<file path="src/rtl/srs_pkg.sv">
// Constants, register map and types of the switch reset sequencer
package srs_pkg;

  // ----------------------------------------
  // Clock and timing
  // ----------------------------------------
  localparam int CLK_MHZ = 50;
  localparam int POR_TIME_US = 23000;
  localparam int PIN_TIME_US = 760;
  localparam int DIG_TIME_US = 760;
  localparam int SER_TIME_US = 10;
  localparam int PHY_TIME_US = 110;
  localparam int VPHY_TIME_US = 1;
  localparam int POR_CYC = POR_TIME_US * CLK_MHZ;
  localparam int PIN_CYC = PIN_TIME_US * CLK_MHZ;
  localparam int DIG_CYC = DIG_TIME_US * CLK_MHZ;
  localparam int SER_CYC = SER_TIME_US * CLK_MHZ;
  localparam int PHY_CYC = PHY_TIME_US * CLK_MHZ;
  localparam int VPHY_CYC = VPHY_TIME_US * CLK_MHZ;
  localparam int TW = 21;
  localparam int PW = 13;

  // ----------------------------------------
  // Register map
  // ----------------------------------------
  localparam int AW = 8;
  localparam logic [7:0] BYTE_TEST_OFS = 8'h00;
  localparam logic [7:0] HARDWARE_CONFIG_REG_OFS = 8'h04;
  localparam logic [7:0] RESET_CONTROL_REG_OFS = 8'h08;
  localparam logic [31:0] BYTE_TEST_VAL = 32'h8765_4321;
  localparam logic [31:0] BYTE_TEST_BAD = 32'h0000_0000;
  localparam int READY_POS = 0;
  localparam int PRES_LSB = 8;
  localparam int STRAP_LSB = 16;
  localparam int GEN_LSB = 24;
  localparam logic [7:0] PRES_RST = 8'h00;
  localparam logic [7:0] GEN_RST = 8'h00;
  localparam logic [7:0] STRAP_RST = 8'h00;
  localparam int DIGITAL_RESET_BIT = 0;
  localparam int PORT1_PHY_RESET_BIT = 1;
  localparam int PORT2_PHY_RESET_BIT = 2;
  localparam int VIRTUAL_PHY_RESET_BIT = 3;

  // ----------------------------------------
  // Sub-module reset indices
  // ----------------------------------------
  localparam int NMOD = 8;
  localparam int M_CLK = 0;
  localparam int M_IRQ = 1;
  localparam int M_FAB = 2;
  localparam int M_PMI = 3;
  localparam int M_I2C = 4;
  localparam int M_SMI = 5;
  localparam int M_EEP = 6;
  localparam int M_GPIO = 7;
  localparam logic [NMOD-1:0] SER_MASK = 8'h30;

  // ----------------------------------------
  // Types
  // ----------------------------------------
  typedef enum logic [2:0] {
    ST_HOLD = 3'b000,
    ST_SER = 3'b001,
    ST_BASE = 3'b010,
    ST_LOAD = 3'b011,
    ST_READY = 3'b100
  } srs_state_e;

  typedef enum logic [1:0] {
    K_POR = 2'b00,
    K_PIN = 2'b01,
    K_DIG = 2'b10
  } srs_kind_e;

endpackage : srs_pkg

</file>
<file path="src/rtl/srs_switch_reset_sequencer.sv">
// Reset and configuration sequencer of a three-port managed switch
// Operation
// - Sub-system clocks come from 50 MHz base
// - Chip reset asserts all, latches straps, loads
// - Low external reset pin starts chip reset
// - Straps captured once all chip resets release
// - Loader runs after power-on, pin, digital reset
// - Digital reset spares PHYs, resets other modules
// - Writing digital-reset bit starts multi-module reset
// - Multi-module reset never re-latches straps
// - Preserved bits survive a digital reset
// - Byte probe invalid until serial resets finish
// - Ready flag set only after whole reset
// - Power-on reset lasts about 23 ms
// - Pin reset lasts about 760 us
// - Digital reset lasts about 760 us
// - PHY reset touches only that PHY
// - Port PHY bit self-clears after 110 us
// - Virtual PHY bit self-clears after 1 us
`timescale 1ns/1ns

module srs_switch_reset_sequencer
  import srs_pkg::*;
#(
  parameter int POR_CYCLES = POR_CYC,
  parameter int PIN_CYCLES = PIN_CYC,
  parameter int DIG_CYCLES = DIG_CYC,
  parameter int PHY_CYCLES = PHY_CYC
) (
  input wire logic clk_in,
  input wire logic ext_reset_in_n_in,
  input wire logic ext_reset_in_n,
  input wire logic pll_lock_in,
  input wire logic [7:0] strap_in,
  input wire logic eeprom_done_in,
  input wire logic [AW-1:0] addr_in,
  input wire logic [31:0] wr_data_in,
  input wire logic wr_in,
  input wire logic rd_in,
  output logic [31:0] rd_data_out,
  output logic sysclk_rst_n_out,
  output logic irq_rst_n_out,
  output logic fabric_rst_n_out,
  output logic pmi_rst_n_out,
  output logic i2c_rst_n_out,
  output logic smi_rst_n_out,
  output logic eeprom_rst_n_out,
  output logic gpio_rst_n_out,
  output logic port1_phy_rst_n_out,
  output logic port2_phy_rst_n_out,
  output logic virtual_phy_reset_bit_n_out,
  output logic [7:0] strap_out,
  output logic eeprom_start_out,
  output logic device_ready_out
);

  // ----------------------------------------
  // Timing helpers
  // ----------------------------------------
  function automatic logic [TW-1:0] base_last(input srs_kind_e k);
    int c;
    case (k)
      K_POR: c = POR_CYCLES;
      K_PIN: c = PIN_CYCLES;
      K_DIG: c = DIG_CYCLES;
      default: c = DIG_CYCLES;
    endcase
    if (c < 2) begin
      c = 2;
    end
    return TW'(c - 1);
  endfunction : base_last

  function automatic logic [PW-1:0] phy_last(input int idx);
    int c;
    c = (idx == 2) ? VPHY_CYC : PHY_CYCLES;
    if (c < 1) begin
      c = 1;
    end
    return PW'(c - 1);
  endfunction : phy_last

  // ----------------------------------------
  // Chip reset merge and input synchronisers
  // ----------------------------------------
  // The pin pulls every reset down at once, without the clock; release
  // waits two edges so that all domains leave reset on the same edge.
  logic chip_arst_n, chip_rst_n;
  logic [1:0] chip_sync_q, lock_sync_q;
  logic [7:0] strap_m_q, strap_s_q;
  assign chip_arst_n = ext_reset_in_n_in & ext_reset_in_n;
  assign chip_rst_n = chip_sync_q[1];
  always_ff @(posedge clk_in or negedge chip_arst_n) begin
    if (!chip_arst_n) begin
      chip_sync_q <= 2'h0;
    end else begin
      chip_sync_q <= {chip_sync_q[0], 1'b1};
    end
  end

  always_ff @(posedge clk_in or negedge ext_reset_in_n_in) begin
    if (!ext_reset_in_n_in) begin
      lock_sync_q <= 2'h0;
      strap_m_q <= 8'h00;
      strap_s_q <= 8'h00;
    end else begin
      lock_sync_q <= {lock_sync_q[0], pll_lock_in};
      strap_m_q <= strap_in;
      strap_s_q <= strap_m_q;
    end
  end

  // ----------------------------------------
  // Sequencer
  // ----------------------------------------
  logic [31:0] rd_data_d, rd_data_q;
  logic [7:0] pres_d, pres_q, gen_d, gen_q;
  logic dig_req;
  logic [2:0] phy_req;
  srs_state_e state_d, state_q;
  srs_kind_e kind_d, kind_q;
  logic [TW-1:0] timer_d, timer_q;
  logic [NMOD-1:0] mod_rst_n_d, mod_rst_n_q;
  logic [7:0] strap_d, strap_q;
  logic ser_ok_d, ser_ok_q, ready_d, ready_q;
  logic start_d, start_q, por_seen_d, por_seen_q;
  always_comb begin
    state_d = state_q;
    kind_d = kind_q;
    timer_d = timer_q;
    mod_rst_n_d = mod_rst_n_q;
    strap_d = strap_q;
    ser_ok_d = ser_ok_q;
    ready_d = ready_q;
    start_d = 1'b0;
    por_seen_d = por_seen_q;
    case (state_q)
      ST_HOLD: begin
        // Apart from the PHY resets, nothing is timed until the base clock is stable
        if (lock_sync_q[1]) begin
          strap_d = strap_s_q;
          kind_d = por_seen_q ? K_PIN : K_POR;
          por_seen_d = 1'b1;
          timer_d = '0;
          state_d = ST_SER;
        end
      end
      ST_SER: begin
        timer_d = timer_q + TW'(1);
        if (timer_q == TW'(SER_CYC - 1)) begin
          mod_rst_n_d = mod_rst_n_q | SER_MASK;
          ser_ok_d = 1'b1;
          state_d = ST_BASE;
        end
      end
      ST_BASE: begin
        timer_d = timer_q + TW'(1);
        if (timer_q >= base_last(kind_q)) begin
          mod_rst_n_d = '1;
          start_d = 1'b1;
          state_d = ST_LOAD;
        end
      end
      ST_LOAD: begin
        if (eeprom_done_in && !start_q) begin
          ready_d = 1'b1;
          state_d = ST_READY;
        end
      end
      ST_READY: begin
        if (dig_req) begin
          // PHY resets are left alone; straps keep their last latch
          mod_rst_n_d = '0;
          kind_d = K_DIG;
          ser_ok_d = 1'b0;
          ready_d = 1'b0;
          timer_d = '0;
          state_d = ST_SER;
        end
      end
      default: state_d = ST_HOLD;
    endcase
  end
  always_ff @(posedge clk_in or negedge chip_rst_n) begin
    if (!chip_rst_n) begin
      state_q <= ST_HOLD;
      kind_q <= K_POR;
      timer_q <= '0;
      mod_rst_n_q <= '0;
      strap_q <= STRAP_RST;
      ser_ok_q <= 1'b0;
      ready_q <= 1'b0;
      start_q <= 1'b0;
    end else begin
      state_q <= state_d;
      kind_q <= kind_d;
      timer_q <= timer_d;
      mod_rst_n_q <= mod_rst_n_d;
      strap_q <= strap_d;
      ser_ok_q <= ser_ok_d;
      ready_q <= ready_d;
      start_q <= start_d;
    end
  end

  // Only power loss forgets that a power-on sequence already ran
  always_ff @(posedge clk_in or negedge ext_reset_in_n_in) begin
    if (!ext_reset_in_n_in) begin
      por_seen_q <= 1'b0;
    end else begin
      por_seen_q <= por_seen_d;
    end
  end

  // ----------------------------------------
  // Single-module PHY resets
  // ----------------------------------------
  logic [2:0] phy_rst_n_d, phy_rst_n_q;
  logic [PW-1:0] phy_cnt_d [3], phy_cnt_q [3];
  always_comb begin
    for (int i = 0; i < 3; i++) begin
      phy_rst_n_d[i] = phy_rst_n_q[i];
      phy_cnt_d[i] = phy_cnt_q[i];
      if (!phy_rst_n_q[i]) begin
        phy_cnt_d[i] = phy_cnt_q[i] + PW'(1);
        if (phy_cnt_q[i] >= phy_last(i)) begin
          phy_rst_n_d[i] = 1'b1;
        end
      end else if (phy_req[i]) begin
        phy_rst_n_d[i] = 1'b0;
        phy_cnt_d[i] = '0;
      end
    end
  end
  // A chip reset also holds the PHYs, then lets them time out
  always_ff @(posedge clk_in or negedge chip_rst_n) begin
    if (!chip_rst_n) begin
      phy_rst_n_q <= 3'h0;
      phy_cnt_q <= '{default: '0};
    end else begin
      phy_rst_n_q <= phy_rst_n_d;
      phy_cnt_q <= phy_cnt_d;
    end
  end

  // ----------------------------------------
  // Register port
  // ----------------------------------------
  // Writes are dropped until ready, so a host that breaks the rule
  // cannot disturb a sequence in progress.
  always_comb begin
    rd_data_d = 32'h0000_0000;
    pres_d = pres_q;
    gen_d = gen_q;
    dig_req = 1'b0;
    phy_req = 3'h0;
    if (wr_in && ready_q) begin
      case (addr_in)
        HARDWARE_CONFIG_REG_OFS: begin
          pres_d = wr_data_in[PRES_LSB +: 8];
          gen_d = wr_data_in[GEN_LSB +: 8];
        end
        RESET_CONTROL_REG_OFS: begin
          dig_req = wr_data_in[DIGITAL_RESET_BIT];
          phy_req = {wr_data_in[VIRTUAL_PHY_RESET_BIT],
                     wr_data_in[PORT2_PHY_RESET_BIT],
                     wr_data_in[PORT1_PHY_RESET_BIT]};
        end
        default: gen_d = gen_q;
      endcase
    end
    if (dig_req) begin
      gen_d = GEN_RST;
    end
    if (rd_in) begin
      case (addr_in)
        BYTE_TEST_OFS: rd_data_d = ser_ok_q ? BYTE_TEST_VAL : BYTE_TEST_BAD;
        HARDWARE_CONFIG_REG_OFS: begin
          rd_data_d[READY_POS] = ready_q;
          rd_data_d[PRES_LSB +: 8] = pres_q;
          rd_data_d[STRAP_LSB +: 8] = strap_q;
          rd_data_d[GEN_LSB +: 8] = gen_q;
        end
        RESET_CONTROL_REG_OFS: begin
          rd_data_d[DIGITAL_RESET_BIT] = (kind_q == K_DIG) && !ready_q;
          rd_data_d[PORT1_PHY_RESET_BIT] = !phy_rst_n_q[0];
          rd_data_d[PORT2_PHY_RESET_BIT] = !phy_rst_n_q[1];
          rd_data_d[VIRTUAL_PHY_RESET_BIT] = !phy_rst_n_q[2];
        end
        default: rd_data_d = 32'h0000_0000;
      endcase
    end
  end
  // The general field follows the block reset; the preserved one only
  // chip resets, which is what lets it survive a digital reset.
  always_ff @(posedge clk_in or negedge chip_rst_n) begin
    if (!chip_rst_n) begin
      rd_data_q <= 32'h0000_0000;
      pres_q <= PRES_RST;
      gen_q <= GEN_RST;
    end else begin
      rd_data_q <= rd_data_d;
      pres_q <= pres_d;
      gen_q <= gen_d;
    end
  end

  // ----------------------------------------
  // Outputs
  // ----------------------------------------
  assign rd_data_out = rd_data_q;
  assign sysclk_rst_n_out = mod_rst_n_q[M_CLK];
  assign irq_rst_n_out = mod_rst_n_q[M_IRQ];
  assign fabric_rst_n_out = mod_rst_n_q[M_FAB];
  assign pmi_rst_n_out = mod_rst_n_q[M_PMI];
  assign i2c_rst_n_out = mod_rst_n_q[M_I2C];
  assign smi_rst_n_out = mod_rst_n_q[M_SMI];
  assign eeprom_rst_n_out = mod_rst_n_q[M_EEP];
  assign gpio_rst_n_out = mod_rst_n_q[M_GPIO];
  assign port1_phy_rst_n_out = phy_rst_n_q[0];
  assign port2_phy_rst_n_out = phy_rst_n_q[1];
  assign virtual_phy_reset_bit_n_out = phy_rst_n_q[2];
  assign strap_out = strap_q;
  assign eeprom_start_out = start_q;
  assign device_ready_out = ready_q;

endmodule : srs_switch_reset_sequencer

</file>
<file path="config.mk">
export PLATFORM = sky130hd
export DESIGN_NAME = srs_switch_reset_sequencer
export DESIGN_NICKNAME = d
export VERILOG_FILES = /design/src/rtl/srs_pkg.sv /design/src/rtl/srs_switch_reset_sequencer.sv
export SDC_FILE = /design/constraint.sdc
export NUM_CORES = 1
export LEC_CHECK = 0
export ABC_AREA = 1
export ABC_CLOCK_PERIOD_IN_PS = 4900
export BUFFER_PORTS_ARGS = -buffer_cell sky130_fd_sc_hd__buf_2
export CAP_MARGIN = 20
export CORE_MARGIN = 5
export CORE_UTILIZATION = 34
export DETAILED_ROUTE_END_ITERATION = 12
export HOLD_SLACK_MARGIN = 0.15
export PLACE_DENSITY_LB_ADDON = 0.05
export SLEW_MARGIN = 30
export SYNTH_ARGS = -nofsm -noshare
export SYNTH_HDL_FRONTEND = slang
export SYNTH_SLANG_ARGS = --single-unit
</file>
<file path="constraint.sdc">
create_clock -name clk_in -period 4.9 [get_ports clk_in]
set_input_delay 0.735 -clock clk_in [delete_from_list [all_inputs] [get_ports clk_in]]
set_output_delay 0.735 -clock clk_in [all_outputs]
set_load 0.05 [all_outputs]
</file>
==> impl_metrics.json, run 1 <==
{
  "ys_seq_elements": 147,
  "syn_area_per_cell_um2": 8.44,
  "cp_common_cell": "nor2_1",
  "min_period_ns": 2.19,
  "postSynth.asyncResetShare": 1.00,
  "finalCritPeriodShare": 0.446,
  "grt_max_degree": 58,
  "required_time_worst_endpoint_ns": 5.18,
  "commonest_non_fill_non_tap_cell_in_the_layout": "nand2_1",
  "drc": 0,
  "cts.reportedPaths.clkPinSlew_ns": 0.06,
  "timing_hold_violations_final": 0,
  "fp.dieArea_um2": 23300,
  "smallest_setup_slack_after_layout_ns": 2.71,
  "layout-drive-gt1-share": 0.176,
  "finalSetupViolations": 0,
  "timing_worst_slew_pin_value_ns": 0.876,
  "critical_path_class": "primary input to flip-flop",
  "yosysWarningCount": 0,
  "routed_via_density": 4.68,
  "irDropWorstVdd_mv": 0.333,
  "clock-sinks": 147,
  "dr_vias": 5589,
  "cts_max_path_buffers": 2,
  "ctsHtreeMaxLevel": 4,
  "cts_inserted_buffers": 17,
  "detail-route-antenna-nets": 0,
  "layout.filler_cells": 2034,
  "detail_route.wl_per_cell_um": 13.7,
  "syn_inst": 820,
  "grt_pass1_vias": 5545,
  "die-width_um": 153,
  "grt_antenna_before_repair": 0,
  "maxCapViolations": 0,
  "row_count": 52,
  "crit_path_top_delay_cell": "nand3_2",
  "outcome": "complete, no violations",
  "initial_utilization": 0.344,
  "grt_setup_unrepaired": "no",
  "critPathCaptureType": "flip-flop",
  "fin_tns_setup_ns": 0,
  "clock_tree_from_tritoncts": "built",
  "reg2reg_depth": 5,
  "critical_path.cell_chain": "buf_2 -> nor2_1 -> nand3_1 -> nor4_1 -> nand3_2 -> nor2_1 -> a21oi_1",
  "numPortBuffers": 92,
  "most-common-layout-cells": "nand2_1 (151), dfrtp_1 (146), inv_1 (131), buf_2 (92), nor2_1 (77)",
  "dp_slack_ns": 1.99,
  "placer_congestion_estimate": 0.813,
  "leakagePower_nw": 4.15,
  "cts_setup_buffers": 0,
  "yosysSeqAreaShare": 0.532,
  "critPathArrivalTime_ns": 2.47,
  "worstHoldPathType": "primary input to asynchronous set/reset pin",
  "syn_to_final_growth_pct": 18.9,
  "worstPathBufferInverterCount": 1,
  "synth_edf_count": 0,
  "synth.distinct_cells": 45,
  "finalClockSkew_ns": 0.0129,
  "synth.cell_area_um2": 6920,
  "dp_hpwl_um": 11900,
  "grt_first_pass_wirelength_um": 28100,
  "grt_remaining_overflow": 0,
  "num_antenna_cells": 0,
  "powerDensity_nw_per_um2": 473,
  "crit_family": "simple AND/OR/NAND/NOR gates",
  "routed_wl_um": 16400,
  "cp_max_fo": 24,
  "fp.coreArea_um2": 20100,
  "chipHeight_um": 153,
  "clock_latency_ns": 0.42,
  "synth_top_flop_cell": "dfrtp_1",
  "crit_path_max_incr_delay_ns": 0.58,
  "worst-path-stages": 7,
  "dr.pass1.iters": 4,
  "holdWs_ns": 0.169,
  "ctsRootBufferMaster": "clkbuf_16",
  "timing.fmax_ghz": 0.457,
  "cts_hold_repair.buffers": 0,
  "drt-initial-drc-count": 268,
  "max_slew_margin": 0.413,
  "number_of_nets_in_the_final_layout": 975,
  "global_route.usage.total": 0.147,
  "cts-resized-gates": 0,
  "num_io_pins": 108,
  "finalMaxSlewViolations": 0,
  "crit_path_start_kind": "primary input"
}
## synth_stat cells (3+ instances only)
cell | n | share of area
o21ai_2 | 10 | 0.013
o21ai_0 | 62 | 0.045
nor3_1 | 14 | 0.010
nor2_2 | 4 | 0.0036
xor2_1 | 8 | 0.010
nor4_1 | 6 | 0.0054
nand4_1 | 20 | 0.018
o22ai_1 | 6 | 0.0054
clkbuf_1 | 5 | 0.0027
a31oi_1 | 4 | 0.0036
inv_1 | 131 | 0.071
nor2_1 | 77 | 0.042
a21oi_1 | 38 | 0.027
inv_2 | 3 | 0.0016
nand3_1 | 55 | 0.040
buf_2 | 6 | 0.0043
ha_1 | 8 | 0.014
nand2_1 | 151 | 0.082
o21ai_1 | 14 | 0.010
buf_4 | 10 | 0.011
nand2_2 | 5 | 0.0045
nor3_2 | 5 | 0.0072
dfrtp_1 | 147 | 0.53
o211ai_1 | 4 | 0.0043
## metrics by stage
step                std cells  utilization  power, mW  cell area [um^2]
floorplan                 822            -       2.31              6930
global placement         1163        0.378       2.51              7600
detailed placement       1163        0.378       2.53              7600
CTS                      1195        0.409       3.94              8220
global route             1195        0.409       4.15              8230
finish                   1195        0.409       3.89              8230
## worst min-delay path, cell delays in order
cell and delay [ns]:
buf_2 0.07, nand2_1 0.04, inv_1 0.07
## final timing paths
kind                                 from        endpoint  slack [ns]
max                            addr_in[7]       pres_q[2]        2.71
min reg2reg                  strap_m_q[5]    strap_s_q[5]        0.35
min                        ext_reset_in_n  chip_sync_q[1]        0.17
min in group clk_in          strap_m_q[5]    strap_s_q[5]        0.35
max in group asynchronous  chip_sync_q[1]   phy_cnt_q[16]        3.52
max reg2reg                    state_q[2]      state_q[1]        2.77
## cells by family after synthesis
kind of cell             share of synthesized area
adder cells (fa/ha/maj)                     0.0145
other                                      0.00109
AO/OA/AOI/OAI                                0.116
multiplexers                               0.00289
buffers and inverters                       0.0967
XOR/XNOR                                    0.0101
AND/OR/NAND/NOR                              0.227
flip-flops                                   0.532
## cell type report
cell class | instances | area, um^2 | share of cell area
clock buffers | 17 | 425 | 0.0517
inverters | 138 | 522 | 0.0634
multi-input cells | 514 | 2590 | 0.315
flip-flops and latches | 147 | 3680 | 0.448
repair buffers | 94 | 475 | 0.0578
clock inverters | 15 | 195 | 0.0237
well taps | 270 | 338 | 0.0411
## report_power, final
part           switching (mW)  total, mW  leakage [nW]  internal (mW)
Combinational           0.671      0.939          2.04          0.268
Clock                   0.565       1.38         0.303          0.819
Sequential              0.169       1.57          1.81           1.40
Total                    1.41       3.89          4.15           2.48
## routing by layer
metal / wire [um] / GRT usage / vias to the layer above
met5: 0 / 0 / -
met4: 230 / 0.0445 / 0
met3: 541 / 0.0344 / 14
met2: 8020 / 0.243 / 77
met1: 7620 / 0.192 / 2666
li1: - / - / 2832
## state kept, by name, indices dropped and copies added, names as in the netlist
| signal | count |
|---|---|
| timer_q | 21 |
| chip_sync_q | 2 |
| phy_rst_n_q | 3 |
| eeprom_start_out | 1 |
| por_seen_q | 1 |
| mod_rst_n_q | 2 |
| strap_m_q | 8 |
| device_ready_out | 1 |
| pres_q | 8 |
| phy_cnt_q | 39 |
| gen_q | 8 |
| strap_out | 8 |
| state_q | 3 |
| strap_s_q | 8 |
| lock_sync_q | 2 |
| rd_data_out | 29 |
| kind_q | 2 |
| ser_ok_q | 1 |
Note: power is estimated with default switching activity, not from simulation.
==> run 2: changes to the inputs <==
--- a/config.mk
+++ b/config.mk
@@ -6,7 +6,7 @@
 export NUM_CORES = 1
 export LEC_CHECK = 0
 export ABC_AREA = 1
-export ABC_CLOCK_PERIOD_IN_PS = 4900
+export ABC_CLOCK_PERIOD_IN_PS = 1750
 export BUFFER_PORTS_ARGS = -buffer_cell sky130_fd_sc_hd__buf_2
 export CAP_MARGIN = 20
 export CORE_MARGIN = 5
==> constraint.sdc (replaced) <==
create_clock -name clk_in -period 1.75 [get_ports clk_in]
set_input_delay 0.2625 -clock clk_in [delete_from_list [all_inputs] [get_ports clk_in]]
set_output_delay 0.2625 -clock clk_in [all_outputs]
set_load 0.05 [all_outputs]
==> run 2 against run 1 <==
Against the previous run:
- worst setup slack worse by 2.7 ns
- die area unchanged
- sequential share of layout area down 3.5 points
- clock skew down 0.0040 ns
- non-clock buffer count up 68
- power rose to 2.8 times the previous value
- final area up 8.5%
- flip-flop and latch count unchanged
- cell count up 5.7%
- largest power group unchanged
==> impl_metrics.json, run 2 (same netlist as run 1, synthesis figures left out) <==
{
  "drc": 0,
  "dp_slack_ns": -0.152,
  "finalCritPeriodShare": 0.997,
  "cp_common_cell": "nand2_1",
  "crit_family": "simple AND/OR/NAND/NOR gates",
  "grt_first_pass_wirelength_um": 29900,
  "numPortBuffers": 92,
  "finalSetupViolations": 0,
  "drt-initial-drc-count": 307,
  "leakagePower_nw": 4.46,
  "r2r_start": "kind_q[1]",
  "totalPowerFinal_mw": 11.0,
  "largest_reg_flops": 39,
  "setup.worst_path.start": "kind_q[1]",
  "critical_path_class": "flip-flop to flip-flop",
  "critPathCaptureType": "flip-flop",
  "hp-start": "rd_in",
  "critical_path.cell_chain": "inv_2 -> nand2_4 -> ha_4 -> nand2_2 -> inv_2 -> nand2_1 -> nand2_1 -> o21ai_1 -> nand2_1 -> nor2_4 -> nand3_4 -> nand3_1 -> nand2_1",
  "detail_route.wl_per_cell_um": 13.7,
  "fp.coreArea_um2": 20100,
  "clock-sinks": 147,
  "num_io_pins": 108,
  "required_time_worst_endpoint_ns": 2.06,
  "powerDensity_nw_per_um2": 1230,
  "final_area_um2": 8930,
  "clock_latency_ns": 0.42,
  "cts.reportedPaths.clkPinSlew_ns": 0.07,
  "finalClockSkew_ns": 0.00888,
  "worstHoldPathType": "primary input to flip-flop",
  "largest-register": "phy_cnt_q",
  "maxCapViolations": 0,
  "cp_max_fo": 4,
  "grt_antenna_before_repair": 0,
  "grt_pass1_vias": 6051,
  "smallest_setup_slack_after_layout_ns": 0.00444,
  "worstPathBufferInverterCount": 2,
  "power.combinational.fraction": 0.278,
  "placed_cell_area_um2": 7930,
  "cts_max_path_buffers": 2,
  "switching_share": 0.377,
  "max_slew_margin": 0.542,
  "cell_internal_pwr_mw": 6.85,
  "layout-drive-gt1-share": 0.233,
  "dr_vias": 5935,
  "finalMaxSlewViolations": 0,
  "most-common-layout-cells": "nand2_1 (146), dfrtp_1 (142), inv_1 (127), buf_2 (92), nor2_1 (70)",
  "placer_congestion_estimate": 0.826,
  "syn_to_final_growth_pct": 29.0,
  "min_period_ns": 1.75,
  "grt_setup_unrepaired": "yes",
  "timing_hold_violations_final": 0,
  "timing.fmax_ghz": 0.573,
  "cts_inserted_buffers": 17,
  "fp.dieArea_um2": 23300,
  "power.clock.fraction": 0.327,
  "ctsHtreeMaxLevel": 4,
  "part_of_the_total_power_dissipated_in_sequential_elements": 0.395,
  "commonest_non_fill_non_tap_cell_in_the_layout": "nand2_1",
  "dp_hpwl_um": 12700,
  "routed_via_density": 4.70,
  "place_inst": 1201,
  "initial_utilization": 0.344,
  "die-width_um": 153,
  "routed_wl_um": 17300,
  "detail-route-antenna-nets": 0,
  "final_core_utilization": 0.444,
  "outcome": "complete, no violations",
  "timing_worst_slew_pin_value_ns": 0.682,
  "finalNonFillerCells": 1263,
  "irDropWorstVdd_mv": 0.671,
  "row_count": 52,
  "grt_remaining_overflow": 0,
  "critPathArrivalTime_ns": 2.06,
  "chipHeight_um": 153,
  "dr.pass1.iters": 5,
  "crit_path_top_delay_cell": "dfrtp_1",
  "grt_max_degree": 48,
  "switchingPower_mw": 4.14,
  "num_antenna_cells": 0,
  "global_route.usage.total": 0.155,
  "crit_path_start_kind": "flip-flop",
  "crit_path_max_incr_delay_ns": 0.39,
  "ctsRootBufferMaster": "clkbuf_16",
  "number_of_nets_in_the_final_layout": 1043,
  "clock_tree_from_tritoncts": "built"
}
==> run 2: changes by cell type in the layout (fill, tap and decap cells not counted), moves of 5 or more <==
cell,previous run,this run
buf_4,2,38
dlygate4sd3_1,0,28
inv_8,2,8
nand2_1,151,146
nor2_1,77,70
nor2_2,4,9
==> run 2: through the flow <==
stage,hold slack [ns],TNS [ns]
after floorplan,-0.0331,0
after global placement,0.129,-0.280
after detailed placement,0.137,-0.538
after CTS,0.174,0
after global routing,0.196,-0.359
final,0.206,0
==> run 2: layout make-up <==
class                   instances  area, um^2
multi-input cells             514        2690
fillers                      2011       11200
clock inverters                15         163
well taps                     270         338
repair buffers                162        1110
inverters                     138         522
flip-flops and latches        147        3690
clock buffers                  17         425
==> run 2: power groups by stage <==
stage	clock network (mW)	registers (mW)	logic (mW)
after global routing	3.86	4.44	3.46
after CTS	3.71	4.36	3.02
after floorplan	0	4.72	1.76
final	3.59	4.35	3.05
after detailed placement	0	4.42	2.91
after global placement	0	4.40	2.86
==> run 2: repair_timing <==
item                                    CTS  global route
hold endpoints to repair                 46             0
pin swaps                                 9            11
resized for setup                        13            23
buffers inserted                          0             3
endpoints found under the setup margin    5            15
hold buffers                             28             0
==> run 2: final timing paths <==
path,end,slack [ns],cells after the start
max,mod_rst_n_q[4],0.004,13
min,rd_data_out[0],0.21,3
max reg2reg,mod_rst_n_q[4],0.004,13
min reg2reg,timer_q[20],0.25,0
max in group asynchronous,chip_sync_q[1],0.50,5
min in group asynchronous,timer_q[20],0.25,0
==> run 2: layer usage <==
layer / track usage / share of wire / up-vias
met3: 0.0327 / 0.035 / 17
met4: 0.0462 / 0.013 / 0
met5: 0 / 0 / -
met1: 0.206 / 0.47 / 2847
li1: - / - / 2970
met2: 0.255 / 0.48 / 101
==> run 2: worst register-to-register path: stages (launching register included) <==
cell     delay (ns)
dfrtp_1        0.39
inv_2          0.08
nand2_4        0.07
ha_4           0.21
nand2_2        0.08
inv_2          0.04
nand2_1        0.06
nand2_1        0.06
o21ai_1        0.13
nand2_1        0.10
nor2_4         0.17
nand3_4        0.10
nand3_1        0.10
nand2_1        0.05
